--- config.mk ---
export PLATFORM = sky130hd
export DESIGN_NAME = uart_shadow_data_port
export DESIGN_NICKNAME = d
export VERILOG_FILES = /design/src/core/uart_shadow_pkg.sv /design/src/core/fifo_link_if.sv /design/src/core/uart_shadow_data_port.sv /design/src/core/shadow_fifo.sv
export SDC_FILE = /design/constraint.sdc
export NUM_CORES = 1
export LEC_CHECK = 0
export BUFFER_PORTS_ARGS = -buffer_cell sky130_fd_sc_hd__buf_2
export CORE_MARGIN = 4
export CORE_UTILIZATION = 40
export CTS_CLUSTER_DIAMETER = 30
export DETAILED_ROUTE_END_ITERATION = 8
export PLACE_DENSITY = 0.57
export SYNTH_ARGS = -nofsm -noshare
export SYNTH_HDL_FRONTEND = slang
export SYNTH_SLANG_ARGS = --single-unit
--- constraint.sdc ---
create_clock -name clk_i -period 7.1 [get_ports clk_i]
set_input_delay 1.065 -clock clk_i [delete_from_list [all_inputs] [get_ports clk_i]]
set_output_delay 1.065 -clock clk_i [all_outputs]
set_load 0.02 [all_outputs]
--- src/core/uart_shadow_pkg.sv ---
// Constants, addresses and state encodings for the shadow data port
package uart_shadow_pkg;
   localparam int CLK_HZ = 50_000_000;
   localparam int BAUD_RATE = 115_200;
   localparam int BIT_CYCLES = CLK_HZ / BAUD_RATE;
   localparam int FIFO_DEPTH = 16;
   localparam int DATA_W = 8;
   // Sixteen aliases, one word each, ending at alias 15
   localparam logic [31:0] SHADOW_ALIAS_0 = 32'h5000_1030;
   localparam logic [31:0] SHADOW_ALIAS_14 = 32'h5000_1068;
   localparam logic [31:0] SHADOW_ALIAS_15 = 32'h5000_106C;
   localparam logic [29:0] SHADOW_ALIAS_COUNT = 30'h0000_0010;
   localparam logic [31:0] FIFO_SETUP_ADDR = 32'h5000_1008;
   localparam logic [31:0] LINE_STATE_ADDR = 32'h5000_1014;
   localparam logic [31:0] MODE_ADDR = 32'h5000_1024;
   // fifo_setup_reg fields
   localparam int FIFO_EN_BIT = 0;
   localparam int RX_FLUSH_BIT = 1;
   localparam int TX_FLUSH_BIT = 2;
   // Mode register field
   localparam int IR_MODE_BIT = 0;
   // line_state_reg fields
   localparam int RX_PRESENT_BIT = 0;
   localparam int OVERRUN_BIT = 1;
   localparam int TX_VACANT_BIT = 5;
   localparam int TX_IDLE_BIT = 6;
   localparam logic [7:0] SHADOW_RESET = 8'h00;

   typedef enum logic [1:0] {
      TX_IDLE = 2'b01,
      TX_SHIFT = 2'b10
   } tx_state_t;

   typedef enum logic [3:0] {
      RX_IDLE = 4'b0001,
      RX_START = 4'b0010,
      RX_DATA = 4'b0100,
      RX_STOP = 4'b1000
   } rx_state_t;

   function automatic logic shadow_hit(input logic [31:0] adr);
      logic [29:0] d;
      d = adr[31:2] - SHADOW_ALIAS_0[31:2];
      return d < SHADOW_ALIAS_COUNT;
   endfunction
endpackage

--- src/core/fifo_link_if.sv ---
// Valid/ready link between the port logic and a byte FIFO
`timescale 1ns/1ps
interface fifo_link_if #(parameter int W = 8, parameter int DEPTH = 16);
   logic in_valid;
   logic in_ready;
   logic [W-1:0] in_data;
   logic out_valid;
   logic out_ready;
   logic [W-1:0] out_data;
   logic flush;
   logic [$clog2(DEPTH):0] level;
   modport store(input in_valid, in_data, out_ready, flush,
                 output in_ready, out_valid, out_data, level);
   modport user(output in_valid, in_data, out_ready, flush,
                input in_ready, out_valid, out_data, level);
endinterface

--- src/core/uart_shadow_data_port.sv ---
// Serial port data path behind sixteen aliased shadow data words
//
// Added by the designer: the Wishbone slave port.
`timescale 1ns/1ps
module uart_shadow_data_port #(
   parameter int BIT_CYCLES = uart_shadow_pkg::BIT_CYCLES,
   parameter int FIFO_DEPTH = uart_shadow_pkg::FIFO_DEPTH
) (
   // Clock and reset
   input wire logic clk_i,
   input wire logic rst_i,
   // Wishbone slave
   input wire logic cyc_i,
   input wire logic stb_i,
   input wire logic we_i,
   input wire logic [31:0] adr_i,
   input wire logic [3:0] sel_i,
   input wire logic [31:0] dat_i,
   output logic [31:0] dat_o,
   output logic ack_o,
   // Serial and infrared pins
   input wire logic sin_i,
   input wire logic sir_in_i,
   output logic sout_o,
   output logic sir_out_n_o
);
   localparam int LW = $clog2(FIFO_DEPTH) + 1;
   localparam int IR_CYC = ((BIT_CYCLES * 3) / 16 > 0) ? (BIT_CYCLES * 3) / 16 : 1;
   localparam logic [15:0] BIT_LAST = 16'(BIT_CYCLES - 1);
   localparam logic [15:0] BIT_HALF = 16'(BIT_CYCLES / 2);
   localparam logic [15:0] IR_ON = 16'(BIT_CYCLES - IR_CYC);

   typedef struct packed {
      logic ack;
      logic [31:0] dat;
      logic pend_pop;
      logic pend_ovr_clr;
      logic sel_shadow;
      logic fifo_en;
      logic ir_mode;
      logic [7:0] rx_hold;
      logic rx_hold_valid;
      logic overrun;
      logic [7:0] tx_hold;
      logic tx_hold_full;
      uart_shadow_pkg::tx_state_t tx_state;
      logic [15:0] tx_cnt;
      logic [3:0] tx_bits;
      logic [9:0] tx_shift;
      logic sout;
      logic sir_out_n;
      uart_shadow_pkg::rx_state_t rx_state;
      logic [15:0] rx_cnt;
      logic [3:0] rx_bits;
      logic [7:0] rx_shift;
   } port_state_t;

   port_state_t r_reg, r_next;
   logic req, commit, hit, rx_line, rx_present, vacant, tx_idle, tx_bit;
   logic deliver, tx_load, read_pop;
   logic [7:0] rx_head, tx_byte;

   fifo_link_if #(.W(uart_shadow_pkg::DATA_W), .DEPTH(FIFO_DEPTH)) rx_f();
   fifo_link_if #(.W(uart_shadow_pkg::DATA_W), .DEPTH(FIFO_DEPTH)) tx_f();

   shadow_fifo #(.W(uart_shadow_pkg::DATA_W), .DEPTH(FIFO_DEPTH)) u_rx_fifo (
      .clk_i(clk_i),
      .rst_i(rst_i),
      .port(rx_f.store)
   );

   shadow_fifo #(.W(uart_shadow_pkg::DATA_W), .DEPTH(FIFO_DEPTH)) u_tx_fifo (
      .clk_i(clk_i),
      .rst_i(rst_i),
      .port(tx_f.store)
   );

   assign req = cyc_i & stb_i & ~r_reg.ack;
   // Effects land on the edge where the master samples ack
   assign commit = cyc_i & stb_i & r_reg.ack;
   assign hit = uart_shadow_pkg::shadow_hit(adr_i);
   assign rx_line = r_reg.ir_mode ? sir_in_i : sin_i;
   assign rx_present = r_reg.fifo_en ? rx_f.out_valid : r_reg.rx_hold_valid;
   assign rx_head = r_reg.fifo_en ? rx_f.out_data : r_reg.rx_hold;
   assign vacant = r_reg.fifo_en ? ~tx_f.out_valid : ~r_reg.tx_hold_full;
   assign tx_idle = (r_reg.tx_state == uart_shadow_pkg::TX_IDLE);
   assign tx_byte = r_reg.fifo_en ? tx_f.out_data : r_reg.tx_hold;
   assign read_pop = commit & ~we_i & r_reg.pend_pop;
   assign dat_o = r_reg.dat;
   assign ack_o = r_reg.ack;
   assign sout_o = r_reg.sout;
   assign sir_out_n_o = r_reg.sir_out_n;

   always_comb begin
      r_next = r_reg;
      deliver = 1'b0;
      tx_load = 1'b0;
      tx_bit = 1'b1;
      rx_f.in_valid = 1'b0;
      rx_f.in_data = r_reg.rx_shift;
      rx_f.out_ready = 1'b0;
      rx_f.flush = 1'b0;
      tx_f.in_valid = 1'b0;
      tx_f.in_data = dat_i[7:0];
      tx_f.out_ready = r_reg.fifo_en & tx_idle;
      tx_f.flush = 1'b0;
      r_next.ack = req;

      // Bus: decode and capture read data at the request
      if (req) begin
         r_next.dat = '0;
         r_next.sel_shadow = hit;
         r_next.pend_pop = 1'b0;
         r_next.pend_ovr_clr = 1'b0;
         if (hit) begin
            r_next.dat = {24'h00_0000, rx_head};
            // Only a byte that is really present is consumed
            r_next.pend_pop = ~we_i & rx_present;
         end else if (adr_i == uart_shadow_pkg::LINE_STATE_ADDR) begin
            r_next.dat[uart_shadow_pkg::RX_PRESENT_BIT] = rx_present;
            r_next.dat[uart_shadow_pkg::OVERRUN_BIT] = r_reg.overrun;
            r_next.dat[uart_shadow_pkg::TX_VACANT_BIT] = vacant;
            r_next.dat[uart_shadow_pkg::TX_IDLE_BIT] = vacant & tx_idle;
            r_next.pend_ovr_clr = ~we_i;
         end else if (adr_i == uart_shadow_pkg::FIFO_SETUP_ADDR) begin
            r_next.dat[uart_shadow_pkg::FIFO_EN_BIT] = r_reg.fifo_en;
         end else if (adr_i == uart_shadow_pkg::MODE_ADDR) begin
            r_next.dat[uart_shadow_pkg::IR_MODE_BIT] = r_reg.ir_mode;
         end
      end

      if (read_pop) begin
         if (r_reg.fifo_en) begin
            rx_f.out_ready = 1'b1;
         end else begin
            r_next.rx_hold_valid = 1'b0;
         end
      end
      if (commit & ~we_i & r_reg.pend_ovr_clr) begin
         r_next.overrun = 1'b0;
      end

      // Transmit shifter
      case (r_reg.tx_state)
         uart_shadow_pkg::TX_IDLE: begin
            if (r_reg.fifo_en ? tx_f.out_valid : r_reg.tx_hold_full) begin
               tx_load = 1'b1;
               r_next.tx_shift = {1'b1, tx_byte, 1'b0};
               r_next.tx_cnt = BIT_LAST;
               r_next.tx_bits = 4'h0;
               r_next.tx_state = uart_shadow_pkg::TX_SHIFT;
               if (!r_reg.fifo_en) begin
                  r_next.tx_hold_full = 1'b0;
               end
            end
         end
         uart_shadow_pkg::TX_SHIFT: begin
            if (r_reg.tx_cnt == 16'h0000) begin
               if (r_reg.tx_bits == 4'h9) begin
                  r_next.tx_state = uart_shadow_pkg::TX_IDLE;
               end else begin
                  r_next.tx_shift = {1'b1, r_reg.tx_shift[9:1]};
                  r_next.tx_bits = r_reg.tx_bits + 4'h1;
                  r_next.tx_cnt = BIT_LAST;
               end
            end else begin
               r_next.tx_cnt = r_reg.tx_cnt - 16'h0001;
            end
         end
         default: begin
            r_next.tx_state = uart_shadow_pkg::TX_IDLE;
         end
      endcase
      if (r_next.tx_state == uart_shadow_pkg::TX_SHIFT) begin
         tx_bit = r_next.tx_shift[0];
      end
      // Infrared sends a low pulse in the first part of each zero bit
      r_next.sout = r_reg.ir_mode ? 1'b1 : tx_bit;
      r_next.sir_out_n = ~(r_reg.ir_mode & ~tx_bit & (r_next.tx_cnt >= IR_ON));

      // Bus writes after the loader, so a write in the load cycle wins
      if (commit & we_i & sel_i[0]) begin
         if (hit) begin
            if (r_reg.fifo_en) begin
               tx_f.in_valid = 1'b1;
            end else begin
               r_next.tx_hold = dat_i[7:0];
               r_next.tx_hold_full = 1'b1;
            end
         end else if (adr_i == uart_shadow_pkg::FIFO_SETUP_ADDR) begin
            r_next.fifo_en = dat_i[uart_shadow_pkg::FIFO_EN_BIT];
            // A mode change empties both paths so no stale byte leaks across
            if (dat_i[uart_shadow_pkg::FIFO_EN_BIT] != r_reg.fifo_en) begin
               rx_f.flush = 1'b1;
               tx_f.flush = 1'b1;
               r_next.rx_hold_valid = 1'b0;
               r_next.tx_hold_full = 1'b0;
            end
            if (dat_i[uart_shadow_pkg::RX_FLUSH_BIT]) begin
               rx_f.flush = 1'b1;
            end
            if (dat_i[uart_shadow_pkg::TX_FLUSH_BIT]) begin
               tx_f.flush = 1'b1;
            end
         end else if (adr_i == uart_shadow_pkg::MODE_ADDR) begin
            r_next.ir_mode = dat_i[uart_shadow_pkg::IR_MODE_BIT];
         end
      end

      // Receive framer, sampling mid-bit
      case (r_reg.rx_state)
         uart_shadow_pkg::RX_IDLE: begin
            if (!rx_line) begin
               r_next.rx_cnt = BIT_HALF;
               r_next.rx_state = uart_shadow_pkg::RX_START;
            end
         end
         uart_shadow_pkg::RX_START: begin
            if (r_reg.rx_cnt == 16'h0000) begin
               r_next.rx_state = rx_line ? uart_shadow_pkg::RX_IDLE : uart_shadow_pkg::RX_DATA;
               r_next.rx_cnt = BIT_LAST;
               r_next.rx_bits = 4'h0;
            end else begin
               r_next.rx_cnt = r_reg.rx_cnt - 16'h0001;
            end
         end
         uart_shadow_pkg::RX_DATA: begin
            if (r_reg.rx_cnt == 16'h0000) begin
               r_next.rx_shift = {rx_line, r_reg.rx_shift[7:1]};
               r_next.rx_cnt = BIT_LAST;
               r_next.rx_bits = r_reg.rx_bits + 4'h1;
               if (r_reg.rx_bits == 4'h7) begin
                  r_next.rx_state = uart_shadow_pkg::RX_STOP;
               end
            end else begin
               r_next.rx_cnt = r_reg.rx_cnt - 16'h0001;
            end
         end
         uart_shadow_pkg::RX_STOP: begin
            if (r_reg.rx_cnt == 16'h0000) begin
               r_next.rx_state = uart_shadow_pkg::RX_IDLE;
               // A bad stop bit drops the byte silently
               deliver = rx_line;
            end else begin
               r_next.rx_cnt = r_reg.rx_cnt - 16'h0001;
            end
         end
         default: begin
            r_next.rx_state = uart_shadow_pkg::RX_IDLE;
         end
      endcase

      // Delivery last: a new byte or overrun beats a read or clear
      if (deliver) begin
         if (r_reg.fifo_en) begin
            rx_f.in_valid = 1'b1;
            if (!rx_f.in_ready) begin
               r_next.overrun = 1'b1;
            end
         end else begin
            if (r_reg.rx_hold_valid & ~read_pop) begin
               r_next.overrun = 1'b1;
            end
            r_next.rx_hold = r_reg.rx_shift;
            r_next.rx_hold_valid = 1'b1;
         end
      end
   end

   always_ff @(posedge clk_i) begin
      if (rst_i) begin
         r_reg <= '0;
         r_reg.rx_hold <= uart_shadow_pkg::SHADOW_RESET;
         r_reg.tx_hold <= uart_shadow_pkg::SHADOW_RESET;
         r_reg.tx_state <= uart_shadow_pkg::TX_IDLE;
         r_reg.rx_state <= uart_shadow_pkg::RX_IDLE;
         r_reg.sout <= 1'b1;
         r_reg.sir_out_n <= 1'b1;
      end else begin
         r_reg <= r_next;
      end
   end

   a_ack_single: assert property (@(posedge clk_i) disable iff (rst_i)
      req |=> ack_o ##1 !ack_o)
      else $error("ack not a single cycle after request");
   a_alias_read_byte: assert property (@(posedge clk_i) disable iff (rst_i)
      req & ~we_i & hit & ~r_reg.fifo_en |=> dat_o[7:0] == $past(r_reg.rx_hold))
      else $error("alias read returned wrong byte");
   a_reserved_read_zero: assert property (@(posedge clk_i) disable iff (rst_i)
      ack_o & r_reg.sel_shadow |-> dat_o[31:8] == 24'h00_0000)
      else $error("reserved data bits not zero");
   a_overrun_replace: assert property (@(posedge clk_i) disable iff (rst_i)
      deliver & ~r_reg.fifo_en & r_reg.rx_hold_valid & ~read_pop
      |=> r_reg.overrun & r_reg.rx_hold == $past(r_reg.rx_shift))
      else $error("unread byte not replaced with overrun");
   a_full_rx_keeps: assert property (@(posedge clk_i) disable iff (rst_i)
      deliver & r_reg.fifo_en & ~rx_f.in_ready & ~rx_f.out_ready & ~rx_f.flush
      |=> r_reg.overrun && $stable(rx_f.level))
      else $error("full receive FIFO disturbed or no overrun");
   a_vacant_clears: assert property (@(posedge clk_i) disable iff (rst_i)
      commit & we_i & sel_i[0] & hit & ~r_reg.fifo_en & vacant |=> !vacant)
      else $error("write did not clear holding vacant flag");
   a_hold_replaced: assert property (@(posedge clk_i) disable iff (rst_i)
      commit & we_i & sel_i[0] & hit & ~r_reg.fifo_en & r_reg.tx_hold_full
      |=> r_reg.tx_hold == $past(dat_i[7:0]) && r_reg.tx_hold_full)
      else $error("pending transmit byte not replaced");
   a_tx_fifo_accept: assert property (@(posedge clk_i) disable iff (rst_i)
      tx_f.in_valid & tx_f.in_ready & ~tx_f.out_ready & ~tx_f.flush
      |=> tx_f.level == LW'($past(tx_f.level) + 1))
      else $error("transmit FIFO did not accept write");
   a_tx_fifo_drop: assert property (@(posedge clk_i) disable iff (rst_i)
      tx_f.in_valid & ~tx_f.in_ready & ~(tx_f.out_valid & tx_f.out_ready) & ~tx_f.flush
      |=> $stable(tx_f.level))
      else $error("write to full transmit FIFO disturbed queue");
   a_start_bit_out: assert property (@(posedge clk_i) disable iff (rst_i)
      tx_load & ~r_reg.ir_mode |=> !sout_o ##1 !sout_o)
      else $error("start bit missing on serial output");

   c_rx_fifo_full: cover property (@(posedge clk_i) disable iff (rst_i)
      rx_f.level == LW'(FIFO_DEPTH));
   c_overrun: cover property (@(posedge clk_i) disable iff (rst_i) r_reg.overrun);
   c_ir_pulse: cover property (@(posedge clk_i) disable iff (rst_i) !sir_out_n_o);
   c_alias_15: cover property (@(posedge clk_i) disable iff (rst_i)
      req & adr_i == uart_shadow_pkg::SHADOW_ALIAS_15);
endmodule

--- src/core/shadow_fifo.sv ---
// Flip-flop FIFO with valid/ready on both sides
`timescale 1ns/1ps
module shadow_fifo #(
   parameter int W = 8,
   parameter int DEPTH = 16
) (
   // Clock and reset
   input wire logic clk_i,
   input wire logic rst_i,
   // Link
   fifo_link_if.store port
);
   localparam int AW = $clog2(DEPTH);
   localparam logic [AW:0] FULL = (AW+1)'(DEPTH);

   typedef struct packed {
      logic [DEPTH-1:0][W-1:0] mem;
      logic [AW-1:0] rd;
      logic [AW-1:0] wr;
      logic [AW:0] cnt;
   } fifo_state_t;

   fifo_state_t r_reg, r_next;
   logic push, pop;

   function automatic logic [AW-1:0] step(input logic [AW-1:0] p);
      return (p == AW'(DEPTH - 1)) ? '0 : p + AW'(1);
   endfunction

   // Full stops intake outright, so a full queue is never disturbed
   assign port.in_ready = (r_reg.cnt != FULL);
   assign port.out_valid = (r_reg.cnt != '0);
   assign port.out_data = r_reg.mem[r_reg.rd];
   assign port.level = r_reg.cnt;
   assign push = port.in_valid & port.in_ready;
   assign pop = port.out_valid & port.out_ready;

   always_comb begin
      r_next = r_reg;
      if (port.flush) begin
         r_next.rd = '0;
         r_next.wr = '0;
         r_next.cnt = '0;
      end else begin
         if (push) begin
            r_next.mem[r_reg.wr] = port.in_data;
            r_next.wr = step(r_reg.wr);
         end
         if (pop) begin
            r_next.rd = step(r_reg.rd);
         end
         r_next.cnt = r_reg.cnt + (AW+1)'(push) - (AW+1)'(pop);
      end
   end

   always_ff @(posedge clk_i) begin
      if (rst_i) begin
         r_reg <= '0;
      end else begin
         r_reg <= r_next;
      end
   end
endmodule

==> results.yml <==
yosys:
  synth_common_cells: "380 x dfxtp_1, 263 x nand2_1, 179 x nor2_1, 145 x a21oi_1, 136 x nand3b_1"
  synth_top_area_cell: "dfxtp_1"
  leading_cell_type_by_number_of_instances_after_synthesis: "dfxtp_1"
  post_synth_and_or_nand_nor_area_fraction_pct: 22.4
  post_synth_num_cell_types: 68
  synth_compound_gate_area_share_pct: 12.4
  synth_fa_ha_area_share_pct: 2.18
  synth-edff-count: 0
  synth_top_cell_area_share_pct: 42.5
  register_bit_count_reported_by_yosys: 380
  synthesis.yosys.warnings: 0
  synthTopCellsByArea: "dfxtp_1 42%, mux4_2 10%, nand3b_1 5.7%"
  synth_top_family_by_area: "simple AND/OR/NAND/NOR gates"
  seq_area_frac_synth_pct: 42.5
  synth.mux.area_fraction_pct: 14.3
  synthesized_area_per_cell_um2: 9.12
  synthCells: 1963
  synth_top_flop_cell: "dfxtp_1"
  synth_async_sr_flop_share_pct: 0
  syn-cell-area_um2: 17900
  synth-xor-area-share_pct: 1.12
clocking:
  cts.path.max_buffers: 3
  cts_num_sinks: 380
  post_cts.repair.setup_buffers: 0
  postCtsResizedCells: 0
  hold_buffers: 0
  cts.root.buffer_cell: "clkbuf_16"
  cts_inserted_buffers: 81
  tritoncts: "yes"
  cts.clk_slew.worst_paths_ns: 0.04
  clock_insertion_delay_worst_skew_ns: 0.59
  cts.htree.levels: 3
setup_path:
  timing.critical_path.max_delay_family: "simple AND/OR/NAND/NOR gates"
  crit_end_element: "register"
  critical-path-slowest-cell: "a21boi_2"
  worstSetupStartpointType: "register"
  crit_chain: "inv_1, ha_1, or3b_1, or3_1, nand4b_4, nor3_4, a21boi_2, nand3_1, nand3b_1, o21ai_0"
  timing.critical_path.arrival_ns: 4.62
  setup.worst_path.class: "reg -> reg"
  crit_required_ns: 7.53
  path_buf_inv: 1
  worst-path-max-fanout: 16
  worst_path_largest_cell_delay_ns: 0.79
drt:
  drt_pass1_iterations: 5
  drt_iter0_drcs: 984
  post-route-drc-count: 0
  met3RoutedLength_mm: 2.22
  route.top_layer_used: "met4"
  met1_wire_length_mm: 20.0
  routed_via_density: 5.41
  routedWlPerCell_um: 17.3
  met2_wirelength_mm: 21.9
  drt.antenna.violating_nets: 0
  totalWireLength_mm: 45.3
  detailroute.via_count: 14200
power:
  power_report.internal_total_uw: 5030
  vdd_drop_max_uv: 219
  pwr-share-comb_pct: 3.7
  power.share.clock_pct: 62.3
  power.share.sequential_pct: 34.0
  power_density_nw_per_um2: 300
  sw_frac_of_total_pct: 21.2
  total_power_uw: 6370
  net-switching-power_uw: 1350
  leakage_uw: 0.00773
timing:
  max_freq_mhz: 239
  hold_viol_final: 0
  rsz0062_at_grt: "no"
  timing.final.crit_period_ns: 4.19
  relSlewSlack_pct: 21.5
  timing.final.setup_violations: 0
  slew_violations: 0
  finalSetupTns_ns: 0
  tightest_slew_ns: 1.17
  min_period_over_period_pct: 59.0
  final.hold.worst_slack_ns: 0.446
  timing.clock.skew_ns: 0.0225
placement:
  hpwl_after_detailed_placement_mm: 28.8
  place_congestion: 0.830
  port_buffers: 58
grt:
  grt_first_pass_wirelength_mm: 72.8
  gr-usage-all-layers_pct: 18.7
  number_of_antenna_violations_at_the_first_check_in_global_routing: 0
  grt_pass1_vias: 13900
  grt_overflow: 0
  largest_net_degree_at_the_start_of_global_routing: 179
die:
  fp.dieArea_um2: 48200
  initial_core_util_pct: 40.5
  dieHeight_um: 220
  dieWidth_um: 220
  io-pin-count: 110
  rows: 77
  floorplan.core_area_um2: 44200
finish:
  antenna_cells: 0
  synthesis_to_finish_area_growth_pct: 18.6
  nNetsFinal: 2073
  final_layout_size_suffix_gt1_share_pct: 16.0
status:
  run_status: "finished, final reports clean"
hold_path:
  hold_path_class: "reg -> reg"
job:
  max_cap_viol_count: 0
per-layer routing:
metal,up-vias,GRT usage (%)
met4,0,6.49
met5,-,0
li1,6947,-
met2,302,31.7
met3,84,3.59
met1,6853,23.8
tightest hold or removal path, stage by stage, from the launching register on:
cell	delay (ns)
dfxtp_1	0.30
nand2_1	0.05
a21oi_1	0.05
final cells by class:
type / instances / area (µm²)
well taps: 592 / 741
multi-input cells: 1401 / 9470
clock buffers: 104 / 2320
inverters: 39 / 146
clock inverters: 42 / 598
fillers: 4104 / 23000
flip-flops and latches: 380 / 7610
repair buffers: 65 / 365
kinds of logic after synthesis:
group	count (synthesis)
XOR/XNOR	23
adder cells (fa/ha/maj)	30
multiplexers	155
other	1
AO/OA/AOI/OAI	392
AND/OR/NAND/NOR	777
buffers and inverters	205
flip-flops	380
stage by stage:
stage	util, %	area [µm²]	worst slack, ns	std cells
after CTS	48.1	21300	2.86	2623
after global placement	41.5	18300	2.46	2477
after global routing	48.1	21300	2.59	2623
after detailed placement	41.5	18300	2.45	2477
final	48.1	21300	2.91	2623
after floorplan	-	18000	2.99	1986
power by group through the flow:
| stage | logic [µW] | registers (µW) | clock network, µW |
|---|---|---|---|
| 5_1_grt | 263 | 2170 | 4150 |
| 3_5_place_dp | 237 | 2210 | 0 |
| 4_1_cts | 238 | 2170 | 4040 |
| 3_3_place_gp | 232 | 2210 | 0 |
| 6_report | 237 | 2170 | 3970 |
| 2_1_floorplan | 188 | 2200 | 0 |
final timing paths:
check,start,end,slack (ns),cells past startpoint
setup / recovery,r_reg[12]$_SDFFE_PP0P_,u_rx_fifo.r_reg[62]$_SDFFE_PP0P_,2.91,10
hold reg to reg,u_tx_fifo.r_reg[35]$_SDFFE_PP0P_,u_tx_fifo.r_reg[35]$_SDFFE_PP0P_,0.45,2
hold / removal,u_tx_fifo.r_reg[35]$_SDFFE_PP0P_,u_tx_fifo.r_reg[35]$_SDFFE_PP0P_,0.45,2
setup reg to reg,r_reg[12]$_SDFFE_PP0P_,u_rx_fifo.r_reg[62]$_SDFFE_PP0P_,2.91,10
placed cells by master, fill, tap and decap left out, drive strengths merged, types with 19 or more instances in the layout:
master  netlist  final
dfxtp       380    380
nand2       263    263
nor2        179    179
o21ai       159    159
a21oi       145    145
nand3b      136    136
clkbuf      100    104
mux4         80     80
mux2i        74     74
buf          66     65
nand3        49     49
inv          39     41
ha           28     28
nor3         28     28
conb          1     24
a22oi        23     23
nand2b       19     19
(Power assumes the default switching activity.)
